### config.mk
export PLATFORM = sky130hd
export DESIGN_NAME = write_protect_and_read_clear_cfg
export DESIGN_NICKNAME = d
export VERILOG_FILES = /design/src/rtl/protect_cfg_pkg.sv /design/src/rtl/write_protect_and_read_clear_cfg.sv
export SDC_FILE = /design/constraint.sdc
export NUM_CORES = 1
export LEC_CHECK = 0
export BUFFER_PORTS_ARGS = -buffer_cell sky130_fd_sc_hd__buf_4
export CORE_ASPECT_RATIO = 0.75
export CORE_MARGIN = 8
export CORE_UTILIZATION = 42
export DETAILED_ROUTE_END_ITERATION = 12
export GPL_TIMING_DRIVEN = 0
export PLACE_DENSITY = 0.73
export SYNTH_ARGS = -nofsm -noshare
export SYNTH_HDL_FRONTEND = slang
export SYNTH_SLANG_ARGS = --single-unit
### constraint.sdc
create_clock -name i_clk -period 1.1 [get_ports i_clk]
set_clock_uncertainty 0.1 [all_clocks]
set_input_delay 0.11 -clock i_clk [delete_from_list [all_inputs] [get_ports i_clk]]
set_output_delay 0.11 -clock i_clk [all_outputs]
set_load 0.005 [all_outputs]
### src/rtl/protect_cfg_pkg.sv
package protect_cfg_pkg;
    // Register addresses
    localparam logic [8:0]  ADDR_PROTECT_CONTROL   = 9'h1cd;
    localparam logic [8:0]  ADDR_READ_CLEAR_SELECT = 9'h1ce;
    localparam logic [8:0]  ADDR_PROTECT_RELEASE   = 9'h1cf;
    // Release password
    localparam logic [15:0] RELEASE_PASSWORD       = 16'h1337;
    // Protect control field positions
    localparam int          BIT_GLOBAL_PROTECT     = 0;
    localparam int          BIT_RAM_ONE_TAIL_GUARD = 1;
    localparam int          BIT_RAM_TWO_TAIL_GUARD = 2;
    localparam int          PROTECT_BITS           = 3;
    // Read clear select field positions
    localparam int          BIT_DRIVE_STATUS       = 0;
    localparam int          BIT_DIAG_C1_M0         = 1;
    localparam int          BIT_DIAG_C1_M1         = 2;
    localparam int          BIT_DIAG_C2_M0         = 3;
    localparam int          BIT_DIAG_C2_M1         = 4;
    localparam int          BIT_CORE_C1_M0         = 5;
    localparam int          BIT_CORE_C1_M1         = 6;
    localparam int          BIT_CORE_C2_M0         = 7;
    localparam int          BIT_CORE_C2_M1         = 8;
    localparam int          SELECT_BITS            = 9;
    // Reset values
    localparam logic [PROTECT_BITS-1:0] PROTECT_RESET = 3'h0;
    localparam logic [SELECT_BITS-1:0]  SELECT_RESET  = 9'h000;
    // Cleared register targets: drive status, four diag pairs, four core status
    localparam int          CLEAR_TARGETS          = 9;
    // Diagnosis error pair addresses (low word of each pair)
    localparam logic [8:0]  ADDR_DIAG_C1_M0        = 9'h162;
    localparam logic [8:0]  ADDR_DIAG_C1_M1        = 9'h164;
    localparam logic [8:0]  ADDR_DIAG_C2_M0        = 9'h166;
    localparam logic [8:0]  ADDR_DIAG_C2_M1        = 9'h168;
endpackage

### src/rtl/write_protect_and_read_clear_cfg.sv
`timescale 1ns/100ps
`default_nettype none
module write_protect_and_read_clear_cfg
    import protect_cfg_pkg::*;
(
    // Clock and reset
    input  wire logic                     i_clk,
    input  wire logic                     i_rst,
    // SPI register access
    input  wire logic                     i_wr,
    input  wire logic                     i_rd,
    input  wire logic                     i_rd_backdoor,
    input  wire logic [8:0]               i_addr,
    input  wire logic [15:0]              i_wdata,
    // Classification of current address by the address map
    input  wire logic                     i_addr_protectable,
    input  wire logic                     i_addr_ram_one_tail,
    input  wire logic                     i_addr_ram_two_tail,
    // Microcore write to a clear-on-read target this cycle
    input  wire logic [CLEAR_TARGETS-1:0] i_core_wr,
    // Register read data
    output logic [15:0]                   o_rdata,
    // Protection state
    output logic                          o_global_protect,
    output logic                          o_ram_one_tail_guard,
    output logic                          o_ram_two_tail_guard,
    // Write permit for the addressed register
    output logic                          o_wr_allow,
    // Clear strobes to target registers
    output logic [CLEAR_TARGETS-1:0]      o_clear_on_read,
    // Clear select bits
    output logic [SELECT_BITS-1:0]        o_clear_select
);

    logic [PROTECT_BITS-1:0] protect_r;
    logic [SELECT_BITS-1:0]  select_r;
    logic                    release_hit;
    logic                    wr_ok;
    logic [CLEAR_TARGETS-1:0] target_hit;

    assign release_hit = i_wr && (i_addr == ADDR_PROTECT_RELEASE)
                         && (i_wdata == RELEASE_PASSWORD);

    // Protect control: bits only set, cleared by release
    always_ff @(posedge i_clk) begin
        if (i_rst) begin
            protect_r <= PROTECT_RESET;
        end else if (release_hit) begin
            protect_r <= PROTECT_RESET;
        end else if (i_wr && (i_addr == ADDR_PROTECT_CONTROL)) begin
            protect_r <= protect_r | i_wdata[PROTECT_BITS-1:0];
        end
    end

    // Clear select, never protected
    always_ff @(posedge i_clk) begin
        if (i_rst) begin
            select_r <= SELECT_RESET;
        end else if (i_wr && (i_addr == ADDR_READ_CLEAR_SELECT)) begin
            select_r <= i_wdata[SELECT_BITS-1:0];
        end
    end

    // Write permit for addressed register
    always_comb begin
        wr_ok = 1'b1;
        if (i_addr_ram_one_tail) begin
            wr_ok = !protect_r[BIT_RAM_ONE_TAIL_GUARD];
        end else if (i_addr_ram_two_tail) begin
            wr_ok = !protect_r[BIT_RAM_TWO_TAIL_GUARD];
        end else if (i_addr_protectable) begin
            wr_ok = !protect_r[BIT_GLOBAL_PROTECT];
        end
    end

    always_ff @(posedge i_clk) begin
        if (i_rst) begin
            o_wr_allow <= 1'b1;
        end else begin
            o_wr_allow <= wr_ok;
        end
    end

    // Target address decode
    always_comb begin
        target_hit = '0;
        target_hit[BIT_DIAG_C1_M0] = (i_addr[8:1] == ADDR_DIAG_C1_M0[8:1]);
        target_hit[BIT_DIAG_C1_M1] = (i_addr[8:1] == ADDR_DIAG_C1_M1[8:1]);
        target_hit[BIT_DIAG_C2_M0] = (i_addr[8:1] == ADDR_DIAG_C2_M0[8:1]);
        target_hit[BIT_DIAG_C2_M1] = (i_addr[8:1] == ADDR_DIAG_C2_M1[8:1]);
        target_hit[BIT_DRIVE_STATUS] = 1'b1;
        target_hit[BIT_CORE_C1_M0] = 1'b1;
        target_hit[BIT_CORE_C1_M1] = 1'b1;
        target_hit[BIT_CORE_C2_M0] = 1'b1;
        target_hit[BIT_CORE_C2_M1] = 1'b1;
    end

    // Clear strobes; core write in same cycle is kept for next read
    genvar g;
    generate
        for (g = 0; g < CLEAR_TARGETS; g = g + 1) begin : g_clr
            always_ff @(posedge i_clk) begin
                if (i_rst) begin
                    o_clear_on_read[g] <= 1'b0;
                end else begin
                    o_clear_on_read[g] <= i_rd && !i_rd_backdoor
                                          && select_r[g] && target_hit[g]
                                          && !i_core_wr[g];
                end
            end
        end
    endgenerate

    // Read data and state outputs
    always_ff @(posedge i_clk) begin
        if (i_rst) begin
            o_rdata <= 16'h0000;
        end else if (i_rd && (i_addr == ADDR_PROTECT_CONTROL)) begin
            o_rdata <= {13'h0000, protect_r};
        end else if (i_rd && (i_addr == ADDR_READ_CLEAR_SELECT)) begin
            o_rdata <= {7'h00, select_r};
        end else if (i_rd) begin
            o_rdata <= 16'h0000;
        end
    end

    always_ff @(posedge i_clk) begin
        if (i_rst) begin
            o_global_protect     <= 1'b0;
            o_ram_one_tail_guard <= 1'b0;
            o_ram_two_tail_guard <= 1'b0;
            o_clear_select       <= SELECT_RESET;
        end else begin
            o_global_protect     <= protect_r[BIT_GLOBAL_PROTECT];
            o_ram_one_tail_guard <= protect_r[BIT_RAM_ONE_TAIL_GUARD];
            o_ram_two_tail_guard <= protect_r[BIT_RAM_TWO_TAIL_GUARD];
            o_clear_select       <= select_r;
        end
    end

endmodule
`default_nettype wire

======== Word-level counts from Yosys, hierarchy flattened ========
Cells that the tools add are included.
word-level totals
  register bits after elaboration ......... 43
cells by class
  reductions and logical operators ........ 46
  multiplexer cells ....................... 6
  equality and inequality tests ........... 8
  bitwise operators ....................... 1
operator list
  cell                  number
  $eq 8x8->1 const B    4
  $logic_and 1x1->1     29
  $eq 9x9->1 const B    3
  $mux 9                2
  $eq 16x13->1 const B  1
  $logic_not 1->1       13
  $reduce_or 2->1       2
  $mux 1                3
  $mux 3                1
  $or 3x3->3            1
  $reduce_bool 3->1     1
  $reduce_bool 2->1     1

======== Logic depth before layout (Yosys ltp) ========
Gate-level depths: netlist (run 1).
  word-level depth ........................ 5
  mapped depth ............................ 5
  mapped depth without buffers ............ 3

======== Worst setup path after synthesis (run 1) ========
No wires, ideal clock.
  path type ............................... input to register
  start point ............................. in i_rd_backdoor
  end point ............................... reg o_clear_on_read[3]
  stages on the path ...................... 4
  setup time .............................. 61 ps
  path buffers ............................ 1
  arrival ................................. 1025 ps
  required time ........................... 939 ps
  slack ................................... -87 ps
  cells stage by stage .................... or3b_1 -> buf_2 -> nor4_4 -> and4bb_1
on the way
  longest elaborated chain between the ends .. 5
RTL lines
  item                             RTL line                                 RTL
  from (decl)                      write_protect_and_read_clear_cfg.sv:12   input wire logic i_rd_backdoor,
  $logic_not 1->1                  write_protect_and_read_clear_cfg.sv:106  o_clear_on_read[g] <= i_rd && !i_rd_backdoor
  $logic_and 1x1->1                write_protect_and_read_clear_cfg.sv:106
  $logic_and 1x1->1 (2 in series)  write_protect_and_read_clear_cfg.sv:107  && select_r[g] && target_hit[g]
  $logic_and 1x1->1                write_protect_and_read_clear_cfg.sv:108  && !i_core_wr[g];
  to (signal, indexed assignment)  write_protect_and_read_clear_cfg.sv:106
  to (decl)                        write_protect_and_read_clear_cfg.sv:30   output logic [CLEAR_TARGETS-1:0] o_clear_on_read,
Every way passes these cells.
A chain may end at the register's enable or synchronous reset.

======== Final worst setup path (run 1) ========
  start point ............................. in i_addr[4]
  end point ............................... reg select_r[6]
on the way
  longest elaborated chain between the ends .. 2
RTL lines
  item                  RTL line                                RTL
  from (decl)           write_protect_and_read_clear_cfg.sv:13  input wire logic [8:0] i_addr,
  $eq 9x9->1            write_protect_and_read_clear_cfg.sv:59  end else if (i_wr && (i_addr == ADDR_READ_CLEAR_SELECT)) begin
  $logic_and 1x1->1     write_protect_and_read_clear_cfg.sv:59
  to (signal assigned)  write_protect_and_read_clear_cfg.sv:60  select_r <= i_wdata[SELECT_BITS-1:0];
  to (decl)             write_protect_and_read_clear_cfg.sv:36  logic [SELECT_BITS-1:0] select_r;
Every way passes these cells.

==> results_dict.tcl, run 1 <==
set metrics [dict create \
    crit_path_end_kind "register" \
    synth-seq-area-share_pct 46.1 \
    startpoint_type "input port" \
    core_area_um2 4360 \
    route.vias.total 1845 \
    crit_required_ps 1180 \
    p_sw_mw 0.717 \
    synth_area_leader_cell "dfxtp_1" \
    row_count 21 \
    clock_tree.buffer_depth 2 \
    grt_overflow 0 \
    swShare_pct 22.7 \
    grt_pass1_vias 1892 \
    numCtsBuffers 5 \
    multi_input_area_um2 912 \
    clk_latency_ps 300 \
    ios 80 \
    hpwl_um 4170 \
    synth_top_area_share_pct 46.1 \
    vias_per_cell 5.27 \
    synth_cell_types 33 \
    power.leakage_nw 1.24 \
    cts_hold_buf 17 \
    die_x_um 93.0 \
    status "finished, violations left" \
    grt_pass1_wl_um 9090 \
    criticalPathCategory "in2reg" \
    placed_area_um2 2520 \
    cts_tree "done" \
    drive_gt1_share_pct 36.9 \
    path_clk_slew_ps 80 \
    yosys-top-cells-area "dfxtp_1 (46%), and3b_1 (5.2%), a21oi_1 (4.8%), and4b_1 (4.8%), nor2b_1 (3.7%)" \
    synth_flop_cell "dfxtp_1" \
    clockPowerShare_pct 39.1 \
    min_path_cells 4 \
    synth_common_cells "dfxtp_1 (43), a21oi_1 (18), and3b_1 (11), nor2b_1 (11)" \
    seqPwrFrac_pct 49.3 \
    hold_viol 1 \
    drc_errors 0 \
    syn_area_um2 1870 \
    violations "negative hold slack" \
    ys_warn_count 0 \
    register_area_um2 866 \
    worstPathMaxFanout 10 \
    post-synth-top-count-cell "dfxtp_1" \
    fin_nets 334 \
    setup_violations 0 \
    antenna_found_initial 0 \
    first_pass_iters 4 \
    fp.dieH_um 73.7 \
    grt_max_degree 15 \
    h-tree-depth 2 \
    diodes 0 \
    reg2regPathDepth 3 \
    portBuffers 72 \
    fmax_ghz 0.923 \
    synth_seq_cells 43 \
    areaGrowthSynthToFinish_pct 52.3 \
    synth_cells 189 \
    combPwrFrac_pct 11.6 \
    n_fill_cell 370 \
    drv_slew 0 \
    drt_iter0_markers 160 \
    grt.total_usage_pct 16.7 \
    drv_cap 0 \
    gp_congestion 0.862 \
    tightest_slew_ps 512 \
    async_reset_ff_share_pct 0 \
    wire_per_inst_um 16.6 \
    maxSlewHeadroom_pct 65.9 \
    routed_wl_um 5820 \
    setup_tns_ps 0 \
    ant_nets 0 \
    powerDensity_nw_per_um2 1110 \
    hold_ws_ps -32.0 \
    hold_path.class "in2reg" \
    max-vdd-ir-drop_mv 1.03 \
    synth_area_per_cell_um2 9.88 \
    finalCritPeriodShare_pct 98.5 \
    final_util_pct 65.2 \
    intPower_mw 2.44 \
    initial_core_util_pct 42.8 \
    finalInstanceArea_um2 2840 \
    arrival_ps 1160 \
    ctsRootBufferMaster "clkbuf_8" \
    clock_sinks 43 \
    period_minus_slack_ps 1080 \
    synth_edf_count 0 \
    dieArea_um2 6860 \
]
## what timing repair did
| action | CTS | global route |
|---|---|---|
| resized for setup | 0 | 14 |
| buffers inserted | 0 | 3 |
| setup endpoints to repair | 0 | 23 |
| endpoints found under the hold margin | 18 | 1 |
## area by class of cell
cell class / instances / share of cell area [%]
tap: 57 / 2.51
clock buffer: 5 / 2.42
clock inverter: 3 / 1.54
multi-input combinational: 128 / 32.1
buffer: 21 / 4.97
sequential: 43 / 30.4
inverter: 1 / 0.132
timing repair buffer: 92 / 25.9
## logic make-up after synthesis
kind of cell	count (synthesis)	share of synthesized area (%)
flip-flops	43	46.1
AND/OR/NAND/NOR	83	33.3
buffers and inverters	24	6.90
AO/OA/AOI/OAI	38	13.5
other	1	0.201
## cell usage in the layout, fill, tap and decap left out, drive strengths merged
master and n:
buf 88, dfxtp 43, a21oi 18, dlygate4sd3 17
clkbuf 13, nor2b 11, and3b 11, nand2b 10
nand4 10, and4b 9, o31ai 9, conb 7
nand3 6, nor3b 5, o2111ai 3, and4 3
nor4bb 3, a211oi 3, nor2 2, a41oi 2
nand3b 2, and2 2, nand2 2, nor4b 2
nor4 2, clkinv 2, a41o 1, inv 1
a221oi 1, nand4b 1, a211o 1, or3b 1
and4bb 1, bufinv 1
## sequential cells by signal (all words and copies together) (netlist names), 3 cells and up
signal	count
o_clear_on_read	9
select_r	9
protect_r	3
o_clear_select	9
o_rdata	9
## stage by stage
| step | cells | worst slack (ps) | total power, mW |
|---|---|---|---|
| global placement | 324 | -329 | 1.89 |
| detailed placement | 324 | -282 | 1.90 |
| global route | 350 | -48.2 | 3.27 |
| finish | 350 | 16.3 | 3.16 |
| floorplan | 195 | -86.0 | 1.73 |
| CTS | 349 | 4.24 | 3.17 |
## power by group through the flow
stage / Clock [mW] / Sequential, mW / Combinational (mW)
after detailed placement: 0 / 1.59 / 0.301
final: 1.23 / 1.56 / 0.367
after floorplan: 0 / 1.59 / 0.134
after CTS: 1.26 / 1.56 / 0.350
after global placement: 0 / 1.59 / 0.298
after global routing: 1.32 / 1.56 / 0.394
## layer usage
layer | global-route usage (%) | vias to the layer above | part of all wire (%)
met2 | 25.6 | 88 | 45
li1 | - | 902 | -
met4 | 8.19 | 0 | 2.7
met5 | 0 | - | 0
met1 | 20.4 | 841 | 42
met3 | 5.92 | 14 | 11
## critical path, cell delays in order
cell	delay [ps]
buf_4	110
nand3b_1	210
clkbuf_2	240
o31ai_1	360
a21oi_1	130
## worst paths after layout
check | start | endpoint | slack (ps)
max | i_addr[4] | select_r[6] | 20
min | i_core_wr[4] | o_clear_on_read[4] | -30
max reg2reg | select_r[6] | o_rdata[6] | 50
min reg2reg | o_rdata[0] | o_rdata[0] | 370
No activity file was read; power rests on OpenSTA's default activity.
==> inputs of run 2 (changes only) <==
- CORE_ASPECT_RATIO: 0.75 -> 1.25
==> run 2 against run 1 <==
Against the previous run: the run still ends with negative hold slack left; first-iteration DRC count fell by 18%; setup slack improved by 20 ps; count of clock-buffer cells in the layout did not move; clock power barely moved; via count fell by 0.92%; non-clock buffer count fell by 2; register-to-register slack barely moved; final cell count fell by 0.29%; worst hold slack got worse by 8.8 ps; design area fell by 1.3%; critical path type unchanged; critical endpoint is now select_r[5]; highest routed layer unchanged.
==> results_dict.tcl, run 2 (synthesis gave the netlist of run 1 again) <==
set metrics [dict create \
    route.vias.total 1828 \
    n_fill_cell 360 \
    clock_sinks 43 \
    cts_tree "done" \
    startpoint_type "input port" \
    cp_cell_sequence "buf_4, nand4b_1, o31ai_1, a21oi_1" \
    max-vdd-ir-drop_mv 0.752 \
    row_count 27 \
    p_sw_mw 0.712 \
    criticalPathCategory "in2reg" \
    grt_pass1_wl_um 8750 \
    antenna_found_initial 0 \
    h-tree-depth 2 \
    min_to "o_clear_on_read[4]" \
    arrival_ps 1150 \
    wire_per_inst_um 16.6 \
    grt_overflow 0 \
    stdcell_count 349 \
    seqPwrFrac_pct 49.5 \
    violations "negative hold slack" \
    hold_path.class "in2reg" \
    drv_slew 0 \
    setup_tns_ps 0 \
    slowest_delay_ps 400 \
    routed_wl_um 5790 \
    reg2reg_to "o_rdata[6]" \
    combPwrFrac_pct 11.5 \
    placed_area_um2 2520 \
    layout_common_cells "buf_4 (81), dfxtp_1 (41), a21oi_1 (18)" \
    dp.cells 325 \
    ctsRootBufferMaster "clkbuf_8" \
    initial_core_util_pct 42.8 \
    fin_nets 332 \
    hold_viol 1 \
    swShare_pct 22.6 \
    holdCritStartpoint "i_core_wr[4]" \
    cts_hold_buf 16 \
    areaGrowthSynthToFinish_pct 50.4 \
    grt_pass1_vias 1803 \
    first_pass_iters 4 \
    clockPowerShare_pct 39.0 \
    tightest_slew_ps 568 \
    crit_path_end_kind "register" \
    portBuffers 72 \
    drive_gt1_share_pct 34.4 \
    register_area_um2 863 \
    fp.dieH_um 90.5 \
    fmax_ghz 0.940 \
    die_x_um 75.6 \
    finalCritPeriodShare_pct 96.7 \
    clk_latency_ps 300 \
    status "finished, violations left" \
    maxSlewHeadroom_pct 62.1 \
    grt.total_usage_pct 16.5 \
    path_clk_slew_ps 80 \
    grt_max_degree 15 \
    ios 80 \
    crit_required_ps 1190 \
    core_area_um2 4360 \
    rrSetupSlack_ps 40 \
    worstPathMaxFanout 9 \
    ant_nets 0 \
    drv_cap 0 \
    r2r_start "select_r[6]" \
    finalInstanceArea_um2 2810 \
    rsz0062_at_grt "true" \
    gp_congestion 0.921 \
    clock_tree.buffer_depth 2 \
    drc_errors 0 \
    numCtsBuffers 5 \
    critPathLaunch "i_addr[5]" \
    cp_slowest_cell "nand4b_1" \
    multi_input_area_um2 900 \
    vias_per_cell 5.24 \
    drt_iter0_markers 131 \
    period_minus_slack_ps 1060 \
    final_common_cell "buf_4" \
    min_path_cells 4 \
    power.leakage_nw 1.22 \
    final_util_pct 64.4 \
    diodes 0 \
    setup_violations 0 \
    dieArea_um2 6850 \
    hpwl_um 4240 \
    reg2regPathDepth 3 \
    intPower_mw 2.44 \
    hold_ws_ps -40.7 \
    powerDensity_nw_per_um2 1120 \
]
[run 2: area by class of cell]
type	count	share of cell area, %
inverter	1	0.134
multi-input combinational	128	32.0
clock buffer	5	2.45
buffer	22	5.12
clock inverter	3	1.56
sequential	43	30.7
tap	58	2.58
timing repair buffer	89	25.4
[run 2: repair_timing]
action	in CTS	in global routing
pin swaps	0	1
hold endpoints to repair	17	1
endpoints found under the setup margin	1	14
gates resized for setup	0	7
setup buffers	0	1
[run 2: worst max-delay path: cells and delay by family]
family                 cells  cell delay, ps
AOI/OAI and AO/OA          2             510
buffers and inverters      1             130
and+or+nand+nor            1             400
[run 2: per-layer routing]
metal	GRT usage [%]	wire [um]	up-vias
met2	28.1	2880	83
met4	8.84	177	0
met3	3.22	466	15
li1	-	-	894
met5	0	0	-
met1	18.3	2270	836
[run 2: power by group through the flow]
| stage | clock network, mW | logic, mW | registers (mW) |
|---|---|---|---|
| after floorplan | 0 | 0.134 | 1.59 |
| after global placement | 0 | 0.302 | 1.59 |
| after detailed placement | 0 | 0.304 | 1.59 |
| after CTS | 1.25 | 0.351 | 1.56 |
| after global routing | 1.33 | 0.383 | 1.56 |
| final | 1.23 | 0.362 | 1.56 |
[run 2: how the worst max path moves through the flow]
stage	end	depth (start not counted)	slack, ps
floorplan	o_clear_on_read[3]	4	-90
finish	select_r[5]	4	40
global placement	protect_r[1]	6	-350
detailed placement	protect_r[1]	6	-350
global route	select_r[5]	5	-10
CTS	select_r[7]	4	10
[run 2: metrics by stage]
| step | power (mW) | setup WS, ps |
|---|---|---|
| 6_report | 3.15 | 36.4 |
| 5_1_grt | 3.27 | -12.5 |
| 4_1_cts | 3.16 | 14.8 |
| 3_5_place_dp | 1.90 | -350 |
| 3_3_place_gp | 1.90 | -350 |
| 2_1_floorplan | 1.73 | -86.0 |
